`src/rtl/ddrio_cfg.svh`:
```
`ifndef DDRIO_CFG_SVH
`define DDRIO_CFG_SVH
// Delay line tap for the fixed input delay; tap n lags the undelayed input by n+1 system clock cycles.
`define DDRIO_FIXED_DLY 4'h3
// Depth of the input delay line; the dynamic selector spans all of it.
`define DDRIO_DLY_DEPTH 16
// Reset value of data-carrying registers.
`define DDRIO_RST_DATA 1'b0
// Reset value of the tristate registers: the pad is released.
`define DDRIO_RST_TS 1'b1
// Last position of the four-bit output serialiser.
`define DDRIO_SER_LAST 2'h3
`endif

```
`src/rtl/ddrio_pkg.sv`:
```
package ddrio_pkg;
  // Which edge of the die the cell sits on; this limits the modes it offers.
  typedef enum logic [3:0] {
    DDRIO_LEFT = 4'h1,
    DDRIO_RIGHT = 4'h2,
    DDRIO_TOP = 4'h4,
    DDRIO_BOTTOM = 4'h8
  } ddrio_side_t;
  // Data rate of the input or output path.
  typedef enum logic [2:0] {
    DDRIO_SDR = 3'h1,
    DDRIO_DDR = 3'h2,
    DDRIO_GEAR = 3'h4
  } ddrio_rate_t;
  // Input delay choice.
  typedef enum logic [2:0] {
    DDRIO_DLY_NONE = 3'h1,
    DDRIO_DLY_FIXED = 3'h2,
    DDRIO_DLY_DYN = 3'h4
  } ddrio_dly_t;
  typedef struct packed {
    ddrio_rate_t in_mode;
    ddrio_dly_t dly_mode;
    logic memory_mode;
    logic edge_clock_sel;
  } ddrio_in_cfg_t;
  typedef struct packed {
    ddrio_rate_t out_mode;
    logic sdr_latch;
    logic isi_en;
  } ddrio_out_cfg_t;
  typedef struct packed {
    logic out_fall_b;
    logic out_rise_b;
    logic out_fall_a;
    logic out_rise_a;
  } ddrio_core_out_t;
  typedef struct packed {
    logic gear_in_neg_b;
    logic gear_in_pos_b;
    logic gear_in_neg_a;
    logic gear_in_pos_a;
  } ddrio_gear_in_t;
endpackage

```
`src/rtl/ddrio_gear.sv`:
```
`timescale 1ns/10ps
`include "ddrio_cfg.svh"
// What this block does
// - Bottom edge: single input capture register only.
// - Pad signal may bypass the delay line and capture registers.
// - Input delay fixed or four-bit dynamic select.
// - Single rate input: one system clock register.
// - Double rate: capture on rising and falling edges.
// - Both captured streams resynchronised to system clock.
// - Input gearbox, left/right only: four core streams.
// - Read polarity picks synchronising register capture edge.
// - Read latch enable gates transfer to gearbox.
// - Single rate output: flip-flop or latch element.
// - Double rate output: register two, latch one.
// - Double rate pad mux alternates both paths.
// - Output gearbox registers four, latches two streams.
// - Quadrature write clocks serialise four streams out.
// - Top: no output gearbox; bottom: single rate.
// - Tristate control registered once in non-gearbox modes.
// - Gearbox: tristate reregistered on write clocks.
// - Interference correction only in gearbox modes.
// - Separate interference setting for each output block.
// - Lone one or lone zero gets stretched.
// - Long run transitions get no stretching.
// - Stretch amount from three-bit delay control.
// - Core clock enable gates cell data registers.
// - Valid flag raised when captured data ready.
module ddrio_gear #(
  parameter ddrio_pkg::ddrio_side_t SIDE = ddrio_pkg::DDRIO_LEFT
) (
  input wire logic CLK,
  input wire logic RESETN,
  input wire logic PAD_INPUT_SIGNAL,
  output logic PAD_OUT,
  output logic PAD_OE,
  output logic BYPASS_COMB_INPUT,
  output logic BYPASS_CLOCK_INPUT,
  input wire ddrio_pkg::ddrio_in_cfg_t IN_CFG,
  input wire ddrio_pkg::ddrio_out_cfg_t OUT_CFG,
  input wire logic [3:0] DYNAMIC_INPUT_DELAY_SEL,
  input wire logic [2:0] ISI_DELAY_CTRL,
  input wire logic DELAYED_STROBE_CAPTURE_CLOCK,
  input wire logic EDGE_CLOCK_ONE,
  input wire logic EDGE_CLOCK_TWO,
  input wire logic READ_SYNC_POLARITY,
  input wire logic READ_TRANSFER_LATCH_ENABLE,
  input wire logic WRITE_QUAD_CLOCK_ZERO,
  input wire logic WRITE_QUAD_CLOCK_ONE,
  input wire logic CORE_CLOCK_ENABLE,
  input wire logic LOCAL_SET_RESET,
  input wire logic GLOBAL_SET_RESET_N,
  input wire ddrio_pkg::ddrio_core_out_t OUT_DATA,
  input wire logic TRISTATE_CONTROL,
  output ddrio_pkg::ddrio_gear_in_t IN_DATA,
  output logic CAPTURE_VALID_FLAG
);
  logic [5:0] s1_ff, s2_ff, s3_ff;
  logic [`DDRIO_DLY_DEPTH-1:0] dly_ff;
  logic d_in, lrst, ce, cap_r, cap_f, cap_f_d_ff, sync_ld, ld_ff, xfer, wclk_ev;
  logic pos_ff, neg_ff, sp_ff, sn_ff, hold_p_ff, hold_n_ff, valid_ff;
  ddrio_pkg::ddrio_gear_in_t in_q_ff;
  ddrio_pkg::ddrio_rate_t im, om;
  ddrio_pkg::ddrio_core_out_t g_ff;
  logic ph_ff, fa_lat_ff, pad_ff, nxt_pad, oe_ff, ts_ff, ts2_ff, nb, lone, isi_on;
  logic [1:0] gl_ff, idx_ff, h_ff;
  logic [3:0] ser_ff;
  logic [2:0] isi_cnt_ff;

  // The pad input and every foreign clock pass two flip-flops; a third copy finds edges.
  always_ff @(posedge CLK or negedge RESETN) begin
    if (!RESETN) begin
      s1_ff <= 6'h00;
      s2_ff <= 6'h00;
      s3_ff <= 6'h00;
    end else begin
      s1_ff <= {WRITE_QUAD_CLOCK_ONE, WRITE_QUAD_CLOCK_ZERO, EDGE_CLOCK_TWO,
                EDGE_CLOCK_ONE, DELAYED_STROBE_CAPTURE_CLOCK, PAD_INPUT_SIGNAL};
      s2_ff <= s1_ff;
      s3_ff <= s2_ff;
    end
  end

  // Either reset source clears the cell; the core enable gates data loads.
  assign lrst = LOCAL_SET_RESET | ~GLOBAL_SET_RESET_N;
  assign ce = CORE_CLOCK_ENABLE;
  // The write clocks move data on each of their edges, four per period.
  assign wclk_ev = |(s2_ff[5:4] ^ s3_ff[5:4]);

  // Bypass paths skip the delay line and every capture register.
  assign BYPASS_COMB_INPUT = s2_ff[0];
  assign BYPASS_CLOCK_INPUT = s2_ff[0];

  // Cell edge limits the modes: bottom is single rate, top has no out gearbox.
  always_comb begin
    im = IN_CFG.in_mode;
    om = OUT_CFG.out_mode;
    if (SIDE == ddrio_pkg::DDRIO_BOTTOM) begin
      im = ddrio_pkg::DDRIO_SDR;
      om = ddrio_pkg::DDRIO_SDR;
    end else if (SIDE == ddrio_pkg::DDRIO_TOP) begin
      if (im == ddrio_pkg::DDRIO_GEAR) begin
        im = ddrio_pkg::DDRIO_DDR;
      end
      if (om == ddrio_pkg::DDRIO_GEAR) begin
        om = ddrio_pkg::DDRIO_DDR;
      end
    end
  end

  // Delay line of the synchronised pad; one tap per system clock cycle.
  always_ff @(posedge CLK or negedge RESETN) begin
    if (!RESETN) begin
      dly_ff <= '0;
    end else begin
      dly_ff <= {dly_ff[`DDRIO_DLY_DEPTH-2:0], s2_ff[0]};
    end
  end

  // Fixed tap or core-selected tap, or no delay at all.
  always_comb begin
    if (IN_CFG.dly_mode == ddrio_pkg::DDRIO_DLY_FIXED) begin
      d_in = dly_ff[`DDRIO_FIXED_DLY];
    end else if (IN_CFG.dly_mode == ddrio_pkg::DDRIO_DLY_DYN) begin
      d_in = dly_ff[DYNAMIC_INPUT_DELAY_SEL];
    end else begin
      d_in = s2_ff[0];
    end
  end

  // Capture clock is the delayed strobe for memory, else the chosen edge clock.
  always_comb begin
    if (IN_CFG.memory_mode) begin
      cap_r = s2_ff[1] & ~s3_ff[1];
      cap_f = ~s2_ff[1] & s3_ff[1];
    end else if (IN_CFG.edge_clock_sel) begin
      cap_r = s2_ff[3] & ~s3_ff[3];
      cap_f = ~s2_ff[3] & s3_ff[3];
    end else begin
      cap_r = s2_ff[2] & ~s3_ff[2];
      cap_f = ~s2_ff[2] & s3_ff[2];
    end
  end

  // Sync registers load on the capture rise, or just after the capture fall.
  assign sync_ld = READ_SYNC_POLARITY ? cap_r : cap_f_d_ff;
  assign xfer = ld_ff & READ_TRANSFER_LATCH_ENABLE & ce;

  // Double rate capture, resynchronisation and gearbox holding stage.
  always_ff @(posedge CLK or negedge RESETN) begin
    if (!RESETN) begin
      {pos_ff, neg_ff, sp_ff, sn_ff} <= 4'h0;
      {hold_p_ff, hold_n_ff, cap_f_d_ff, ld_ff} <= 4'h0;
    end else if (lrst) begin
      {pos_ff, neg_ff, sp_ff, sn_ff} <= 4'h0;
      {hold_p_ff, hold_n_ff, cap_f_d_ff, ld_ff} <= 4'h0;
    end else begin
      cap_f_d_ff <= cap_f;
      ld_ff <= sync_ld & ce & (im != ddrio_pkg::DDRIO_SDR);
      if (ce && im != ddrio_pkg::DDRIO_SDR) begin
        if (cap_r) begin
          pos_ff <= d_in;
        end
        if (cap_f) begin
          neg_ff <= d_in;
        end
        if (sync_ld) begin
          sp_ff <= pos_ff;
          sn_ff <= neg_ff;
          hold_p_ff <= sp_ff;
          hold_n_ff <= sn_ff;
        end
      end
    end
  end

  // Core-facing input register; in single rate it is the only capture stage.
  always_ff @(posedge CLK or negedge RESETN) begin
    if (!RESETN) begin
      in_q_ff <= 4'h0;
      valid_ff <= 1'b0;
    end else if (lrst) begin
      in_q_ff <= 4'h0;
      valid_ff <= 1'b0;
    end else if (im == ddrio_pkg::DDRIO_SDR) begin
      valid_ff <= ce;
      if (ce) begin
        in_q_ff <= {3'h0, d_in};
      end
    end else begin
      valid_ff <= xfer;
      if (xfer && im == ddrio_pkg::DDRIO_GEAR) begin
        in_q_ff <= {sn_ff, sp_ff, hold_n_ff, hold_p_ff};
      end else if (xfer) begin
        in_q_ff <= {2'h0, sn_ff, sp_ff};
      end
    end
  end
  assign IN_DATA = in_q_ff;
  assign CAPTURE_VALID_FLAG = valid_ff;

  // Core output registers; in double rate a word is taken every other cycle.
  always_ff @(posedge CLK or negedge RESETN) begin
    if (!RESETN) begin
      g_ff <= 4'h0;
      gl_ff <= 2'h0;
      fa_lat_ff <= `DDRIO_RST_DATA;
      ph_ff <= 1'b0;
    end else if (lrst) begin
      g_ff <= 4'h0;
      gl_ff <= 2'h0;
      fa_lat_ff <= `DDRIO_RST_DATA;
      ph_ff <= 1'b0;
    end else begin
      ph_ff <= (om == ddrio_pkg::DDRIO_DDR) ? ~ph_ff : 1'b0;
      if (ce && (om != ddrio_pkg::DDRIO_DDR || !ph_ff)) begin
        g_ff <= OUT_DATA;
      end
      fa_lat_ff <= g_ff.out_fall_a;
      gl_ff <= {g_ff.out_fall_b, g_ff.out_rise_b};
    end
  end

  // Next serial bit at a write clock edge; a new word enters after the last bit.
  assign nb = (idx_ff == `DDRIO_SER_LAST) ? g_ff.out_rise_a : ser_ff[idx_ff + 2'h1];
  assign lone = (h_ff[1] != h_ff[0]) && (nb != h_ff[0]);
  assign isi_on = (om == ddrio_pkg::DDRIO_GEAR) && OUT_CFG.isi_en;

  // Four-to-one serialiser stepped by the quadrature write clocks.
  always_ff @(posedge CLK or negedge RESETN) begin
    if (!RESETN) begin
      ser_ff <= 4'h0;
      idx_ff <= `DDRIO_SER_LAST;
      h_ff <= 2'h0;
    end else if (lrst) begin
      ser_ff <= 4'h0;
      idx_ff <= `DDRIO_SER_LAST;
      h_ff <= 2'h0;
    end else if (wclk_ev && om == ddrio_pkg::DDRIO_GEAR) begin
      idx_ff <= idx_ff + 2'h1;
      h_ff <= {h_ff[0], nb};
      if (idx_ff == `DDRIO_SER_LAST) begin
        ser_ff <= {gl_ff, g_ff.out_fall_a, g_ff.out_rise_a};
      end
    end
  end

  // A lone bit keeps the pad for extra cycles before the next transition.
  always_ff @(posedge CLK or negedge RESETN) begin
    if (!RESETN) begin
      isi_cnt_ff <= 3'h0;
    end else if (lrst || !isi_on) begin
      isi_cnt_ff <= 3'h0;
    end else if (wclk_ev && lone && ISI_DELAY_CTRL != 3'h0) begin
      isi_cnt_ff <= ISI_DELAY_CTRL;
    end else if (isi_cnt_ff != 3'h0) begin
      isi_cnt_ff <= isi_cnt_ff - 3'h1;
    end
  end

  // Pad data selection per output mode.
  always_comb begin
    nxt_pad = pad_ff;
    if (om == ddrio_pkg::DDRIO_GEAR) begin
      nxt_pad = (isi_cnt_ff != 3'h0) ? h_ff[1] : h_ff[0];
    end else if (om == ddrio_pkg::DDRIO_DDR) begin
      nxt_pad = ph_ff ? g_ff.out_rise_a : fa_lat_ff;
    end else if (!OUT_CFG.sdr_latch) begin
      nxt_pad = g_ff.out_rise_a;
    end else if (ce) begin
      nxt_pad = OUT_DATA.out_rise_a;
    end
  end

  // Pad register and the tristate path.
  always_ff @(posedge CLK or negedge RESETN) begin
    if (!RESETN) begin
      pad_ff <= `DDRIO_RST_DATA;
      ts_ff <= `DDRIO_RST_TS;
      ts2_ff <= `DDRIO_RST_TS;
      oe_ff <= 1'b0;
    end else if (lrst) begin
      pad_ff <= `DDRIO_RST_DATA;
      ts_ff <= `DDRIO_RST_TS;
      ts2_ff <= `DDRIO_RST_TS;
      oe_ff <= 1'b0;
    end else begin
      pad_ff <= nxt_pad;
      if (ce) begin
        ts_ff <= TRISTATE_CONTROL;
      end
      if (wclk_ev) begin
        ts2_ff <= ts_ff;
      end
      oe_ff <= (om == ddrio_pkg::DDRIO_GEAR) ? ~ts2_ff : ~ts_ff;
    end
  end
  assign PAD_OUT = pad_ff;
  assign PAD_OE = oe_ff;
endmodule

```
`config.mk`:
```
export PLATFORM = sky130hd
export DESIGN_NAME = ddrio_gear
export DESIGN_NICKNAME = d
export VERILOG_FILES = /design/src/rtl/ddrio_pkg.sv /design/src/rtl/ddrio_gear.sv
export VERILOG_INCLUDE_DIRS = /design/src /design/src/rtl
export SDC_FILE = /design/constraint.sdc
export NUM_CORES = 1
export LEC_CHECK = 0
export BUFFER_PORTS_ARGS = -buffer_cell sky130_fd_sc_hd__buf_2
export CORE_MARGIN = 3
export CORE_UTILIZATION = 59
export DETAILED_ROUTE_END_ITERATION = 12
export PLACE_DENSITY = 0.92
export REMOVE_ABC_BUFFERS = 1
export SYNTH_ARGS = -nofsm -noshare
export SYNTH_HDL_FRONTEND = slang
export SYNTH_SLANG_ARGS = --single-unit
export TNS_END_PERCENT = 100
```
`constraint.sdc`:
```
create_clock -name CLK -period 3.9 [get_ports CLK]
set_input_delay 0.78 -clock CLK [delete_from_list [all_inputs] [get_ports CLK]]
set_output_delay 0.78 -clock CLK [all_outputs]
set_load 0.01 [all_outputs]
```
[Word-level counts from Yosys, hierarchy flattened]
Index checks and enable logic that the tools add are counted.
Cells by class
  add/subtract/negate cells: 2
  magnitude comparators: 2
  equality and inequality tests: 13
  mux-type cells: 68
  bitwise logic cells: 22
  reductions and logical operators: 31
Operators with widths (count)
  $mux W1: 48
  $mux W4: 10
  $reduce_bool A2 Y1: 9
  $and A1 B1 Y1: 10
  $mux W2: 5
  $not A1 Y1: 10
  $reduce_and A2 Y1: 5
  $eq A3 B3 Y1 const B: 3
  $mux W3: 3
  $reduce_bool A3 Y1: 3
  $logic_and A1 B1 Y1: 8
  $eq A3 B2 Y1 const B: 2
  $lt A4 B5 Y1 const B: 1
  $ne A5 B1 Y1 const B: 1
  $bmux W1 S4: 1
  $reduce_bool A4 Y1: 1
  $eq A3 B1 Y1 const B: 1
  $lt A2 B3 Y1 const B: 1
  $ne A3 B1 Y1 const B: 1
  $ne A3 B2 Y1 const B: 1
  $ne A3 B3 Y1 const B: 1
  $sub A3 B1 Y3 const B: 1
  $add A2 B1 Y2 const B: 1
  $bmux W1 S2: 1
  7 further kinds: 10
Storage, ports and cells
  register bits: 70
  input port bits: 38
  output and inout port bits: 9
  word-level logic and storage cells: 170

[Longest topological paths before layout]
  depth after elaboration: 10
  mapped depth: 8
  mapped depth without buffers: 7

[Worst setup path before layout]
OpenSTA, ideal clock, no wires.
  path type: in2reg
  start point: input port DYNAMIC_INPUT_DELAY_SEL[0]
  end point: register pos_ff
  library setup time: 0.126 ns
  data arrival time: 1.889 ns
  data required time: 3.774 ns
  slack: 1.885 ns
  cell stages on the path: 5
  path buffers: 1
  path through: buf_2 mux4_2 o2111ai_1 and3_1 a21oi_1
On the way
  longest elaborated chain between the ends: 7
RTL lines
  start: declaration: line ddrio_gear.sv:40  | input wire logic [3:0] DYNAMIC_INPUT_DELAY_SEL,
  $bmux W1 S4: line ddrio_gear.sv:124  | d_in = dly_ff[DYNAMIC_INPUT_DELAY_SEL];
  $mux W1 (implied by the code): line ddrio_gear.sv:124
  $mux W1: line ddrio_gear.sv:123  | end else if (IN_CFG.dly_mode == ddrio_pkg::DDRIO_DLY_DYN) begin
  $mux W1: line ddrio_gear.sv:121  | if (IN_CFG.dly_mode == ddrio_pkg::DDRIO_DLY_FIXED) begin
  $mux W1: line ddrio_gear.sv:160  | if (cap_r) begin
  $mux W1: line ddrio_gear.sv:159  | if (ce && im != ddrio_pkg::DDRIO_SDR) begin
  $mux W1: line ddrio_gear.sv:153  | end else if (lrst) begin
  end signal: assignment: line ddrio_gear.sv:161  | pos_ff <= d_in;
  end: declaration: line ddrio_gear.sv:60  | logic pos_ff, neg_ff, sp_ff, sn_ff, hold_p_ff, hold_n_ff, valid_ff;
No other way between the ends. The select of a mux whose other input is x is not followed.
A chain may end at the register's enable or synchronous reset.

[Worst setup path in the final report]
  start point: register idx_ff[0]
  end point: register isi_cnt_ff[2]
On the way
  longest elaborated chain between the ends: 10
  elaborated cells between the ends (all ways): 12
  classes of those cells: 1 x add/sub; 2 x eq/ne; 5 x mux; 4 x reduce/logical
RTL lines
  start: declaration: line ddrio_gear.sv:65  | logic [1:0] gl_ff, idx_ff, h_ff;
  start signal: assignment: line ddrio_gear.sv:232  | idx_ff <= `DDRIO_SER_LAST;
  start signal: assignment: line ddrio_gear.sv:236  | idx_ff <= `DDRIO_SER_LAST;
  start signal: assignment: line ddrio_gear.sv:239  | idx_ff <= idx_ff + 2'h1;
  $add A2 B1 Y2: line ddrio_gear.sv:224  | assign nb = (idx_ff == `DDRIO_SER_LAST) ? g_ff.out_rise_a : ser_ff[idx_ff + 2'h1];
  $bmux W1 S2: line ddrio_gear.sv:224
  $mux W1 (implied by the code): line ddrio_gear.sv:224
  $mux W1 *: line ddrio_gear.sv:224
  $ne A1 B1 Y1 *: line ddrio_gear.sv:225  | assign lone = (h_ff[1] != h_ff[0]) && (nb != h_ff[0]);
  $logic_and A1 B1 Y1 *: line ddrio_gear.sv:225
  $logic_and A1 B1 Y1 * (2 in series): line ddrio_gear.sv:253  | end else if (wclk_ev && lone && ISI_DELAY_CTRL != 3'h0) begin
  $mux W3: line ddrio_gear.sv:253
  $mux W3: line ddrio_gear.sv:251  | end else if (lrst || !isi_on) begin
  end signal: assignment: line ddrio_gear.sv:256  | isi_cnt_ff <= isi_cnt_ff - 3'h1;
  end: declaration: line ddrio_gear.sv:67  | logic [2:0] isi_cnt_ff;
Every way passes the cells marked *; elsewhere a longest branch is shown, timed or not. The select of a mux whose other input is x is not followed.

==> run_results.csv <==
group,metric,value,unit
timing,slew_violations,0,
drt,vias,2036,
logic_synthesis,postSynthCellCount,235,
grt,grt_use_total,22.8,%
timing,fmax,473,MHz
drt,drt_iter0_drc,123,
setup_path,worstSetupStartpointType,"flip-flop",
drt,postRouteAntennaNets,0,
timing,worst_slew_pin_slew,0.935,ns
floorplan,io_pins,47,
clocking,post_cts.repair.setup_buffers,0,
clocking,ctsHoldBuffers,0,
timing,hold_viol,0,
cells_and_area,fin_nets,326,
hold_path,hold_start,"s1_ff[2]$_DFF_PN0_",
floorplan,num_rows,24,
clocking,ctsResizeCount,0,
floorplan,core_area,4500,sq um
setup_path,crit_type,"flip-flop to flip-flop",
cells_and_area,final_cell_mix,"dfrtp_1 (65), buf_2 (46), mux2i_1 (19)",
drt,via_per_inst,5.95,
timing,tns,0,ns
power,pwr-share-seq,52.4,%
clocking,clk_latency,0.34,ns
clocking,cts.sinks,69,
power,p_switching,355,uW
setup_path,timing.rr.start,"idx_ff[0]$_DFFE_PN1P_",
setup_path,end_kind,"flip-flop",
floorplan,die_x,75.4,um
placed_design,io_buffers,46,
timing,slew_headroom,37.7,%
grt,grt_overflow,0,
grt,grt_max_degree,40,
power,p_sw_share,24.8,%
run_status,status,"finished clean",
timing,finalSetupViolations,0,
logic_synthesis,avgSynthCellArea,12.1,sq um
cells_and_area,area_delta_synth_final,16.3,%
placed_design,globalplace.congestion,0.810,
grt,antenna_found_initial,0,
placed_design,post-dp-hpwl,3840,um
floorplan,dieArea,5690,sq um
logic_synthesis,ys_seq_elements,69,
clocking,clockBufferDepth,2,
logic_synthesis,synth_top_area_cell,"dfrtp_1",
timing,whs,0.351,ns
clocking,cts_root_buf,"clkbuf_8",
setup_path,cp_max_fo,4,
grt,grt_pass1_vias,2033,
logic_synthesis,yosysTopAreaCellShare,57.2,%
setup_path,cp.arrival,2.35,ns
power,power.density,433,nW/um^2
drt,wl_per_cell,16.4,um
grt,grt_busiest_layer,"met2",
cells_and_area,final_area,3310,sq um
drt,dr.pass1.iters,4,
timing,rsz0062_at_grt,"no",
timing,skew,0.00710,ns
cells_and_area,final_common_cell,"dfrtp_1",
power,ir_worst_vdd,0.000312,V
cells_and_area,final-instance-count-excl-fill,342,
logic_synthesis,synth_edf_count,0,
cells_and_area,num_antenna_cells,0,
logic_synthesis,synthTopCellsByArea,"dfrtp_1 (57%), mux2i_1 (6.7%), dfstp_2 (3.7%)",
setup_path,crit_path_start,"idx_ff[0]$_DFFE_PN1P_",
floorplan,die_h,75.4,um
power,combPwrFrac,7.5,%
hold_path,min_path_type,"flip-flop to flip-flop",
clocking,clk_pin_slew_worst_paths,0.08,ns
power,power_leakage,1.56,nW
placed_design,place_area,3110,sq um
clocking,cts_tree,"yes",
cells_and_area,final_core_util,73.4,%
floorplan,initial_core_util,63.1,%
power,internal_power,1.08,mW
drt,routed_wl,5600,um
cells_and_area,drive_gt1_share,26.2,%
clocking,ctsHtreeMaxLevel,3,
grt,grt_util_met3,6.46,%
grt,grt_pass1_wl,9410,um
clocking,cts_buffers,9,
placed_design,post-place-cells,326,
job,maxCapViolations,0,
grt,met1_usage,27.6,%
logic_synthesis,ys_seq_area_share,60.9,%
timing,fin_crit,2.11,ns
logic_synthesis,yosysUniqueCellTypes,47,
power,p_clk_share,40.1,%
grt,met2_usage,38.6,%
timing,min_period_over_period,54.2,%
logic_synthesis,async_flop_share,100,%
setup_path,worstPathRequired,4.14,ns
logic_synthesis,ys_warn_count,0,
logic_synthesis,synth_area,2840,sq um
logic_synthesis,synth_flop_cell,"dfrtp_1",
drt,drc_errors,0,
[path summary, 6_finish.rpt]
path / slack [ns] / endpoint / cells after the start
setup / recovery: 1.79 / isi_cnt_ff[2]$_DFFE_PN0P_ / 6
hold / removal: 0.35 / s2_ff[2]$_DFF_PN0_ / 0
setup reg to reg: 1.79 / isi_cnt_ff[2]$_DFFE_PN0P_ / 6
hold reg to reg: 0.35 / s2_ff[2]$_DFF_PN0_ / 0
max in group asynchronous: 2.49 / h_ff[1]$_DFFE_PN0P_ / 2
min in group asynchronous: 0.54 / gl_ff[0]$_DFF_PN0_ / 1
[metal layers]
| metal | wire length [um] | part of all wire [%] | vias to the layer above |
|---|---|---|---|
| li1 | - | - | 941 |
| met1 | 2230 | 40 | 1002 |
| met2 | 2900 | 52 | 77 |
| met3 | 349 | 6.2 | 16 |
| met4 | 123 | 2.2 | 0 |
| met5 | 0 | 0 | - |
[final cells by class]
type	count	area (sq um)
Clock inverter	7	75.1
Clock buffer	9	124
Sequential cell	69	1730
Multi-Input combinational cell	148	1040
Fill cell	296	1200
Inverter	10	37.5
Tap cell	52	65.1
Timing Repair Buffer	47	238
[Yosys cell counts (3+ instances only)]
| library cell | instances |
|---|---|
| dfrtp_1 | 65 |
| nand3_1 | 13 |
| xnor2_1 | 3 |
| nor2_1 | 18 |
| a21oi_1 | 13 |
| a22oi_1 | 4 |
| buf_2 | 3 |
| mux4_2 | 3 |
| inv_1 | 10 |
| and2_1 | 5 |
| nor3_1 | 3 |
| a211oi_1 | 3 |
| nand2_1 | 18 |
| o21ai_0 | 4 |
| o21ai_1 | 3 |
| clkbuf_1 | 3 |
| nor2b_1 | 3 |
| dfstp_2 | 4 |
| ha_1 | 3 |
| mux2i_1 | 19 |
[kinds of logic (layout without fill, tap and decap cells)]
family	after synthesis	count (layout)	share of synthesized area [%]
flops	69	69	60.9
compound gates	42	42	9.99
fa+ha+maj	3	3	1.32
simple gates	74	74	13.2
mux	25	25	10.7
xor+xnor	4	4	1.23
buf+inv	18	73	2.64
[power by group through the flow]
stage,sequential [mW],combinational [mW],clock (mW)
floorplan,0.762,0.0503,0
global placement,0.764,0.102,0
detailed placement,0.765,0.106,0
CTS,0.751,0.108,0.578
global route,0.754,0.120,0.614
finish,0.751,0.107,0.575
[state kept, by name, summed over array words and instances, names as in the netlist, 2 cells and up]
register,flops
s3_ff,5
ser_ff,4
idx_ff,2
h_ff,2
dly_ff,16
s1_ff,6
gl_ff,2
g_ff,4
s2_ff,6
isi_cnt_ff,3
IN_DATA,4
[critical path: stages (launching register included)]
cell and delay [ns]:
dfstp_2 0.57, ha_1 0.26, mux4_2 0.32, mux2i_4 0.18, mux2i_2 0.37, mux2i_1 0.25, nor2_1 0.06
[stage by stage]
step	power [mW]	setup WS [ns]
after floorplan	0.813	1.92
after global placement	0.866	1.75
after detailed placement	0.871	1.65
after CTS	1.44	1.78
after global routing	1.49	1.70
final	1.43	1.79
Power figures use the tool's default switching activity.
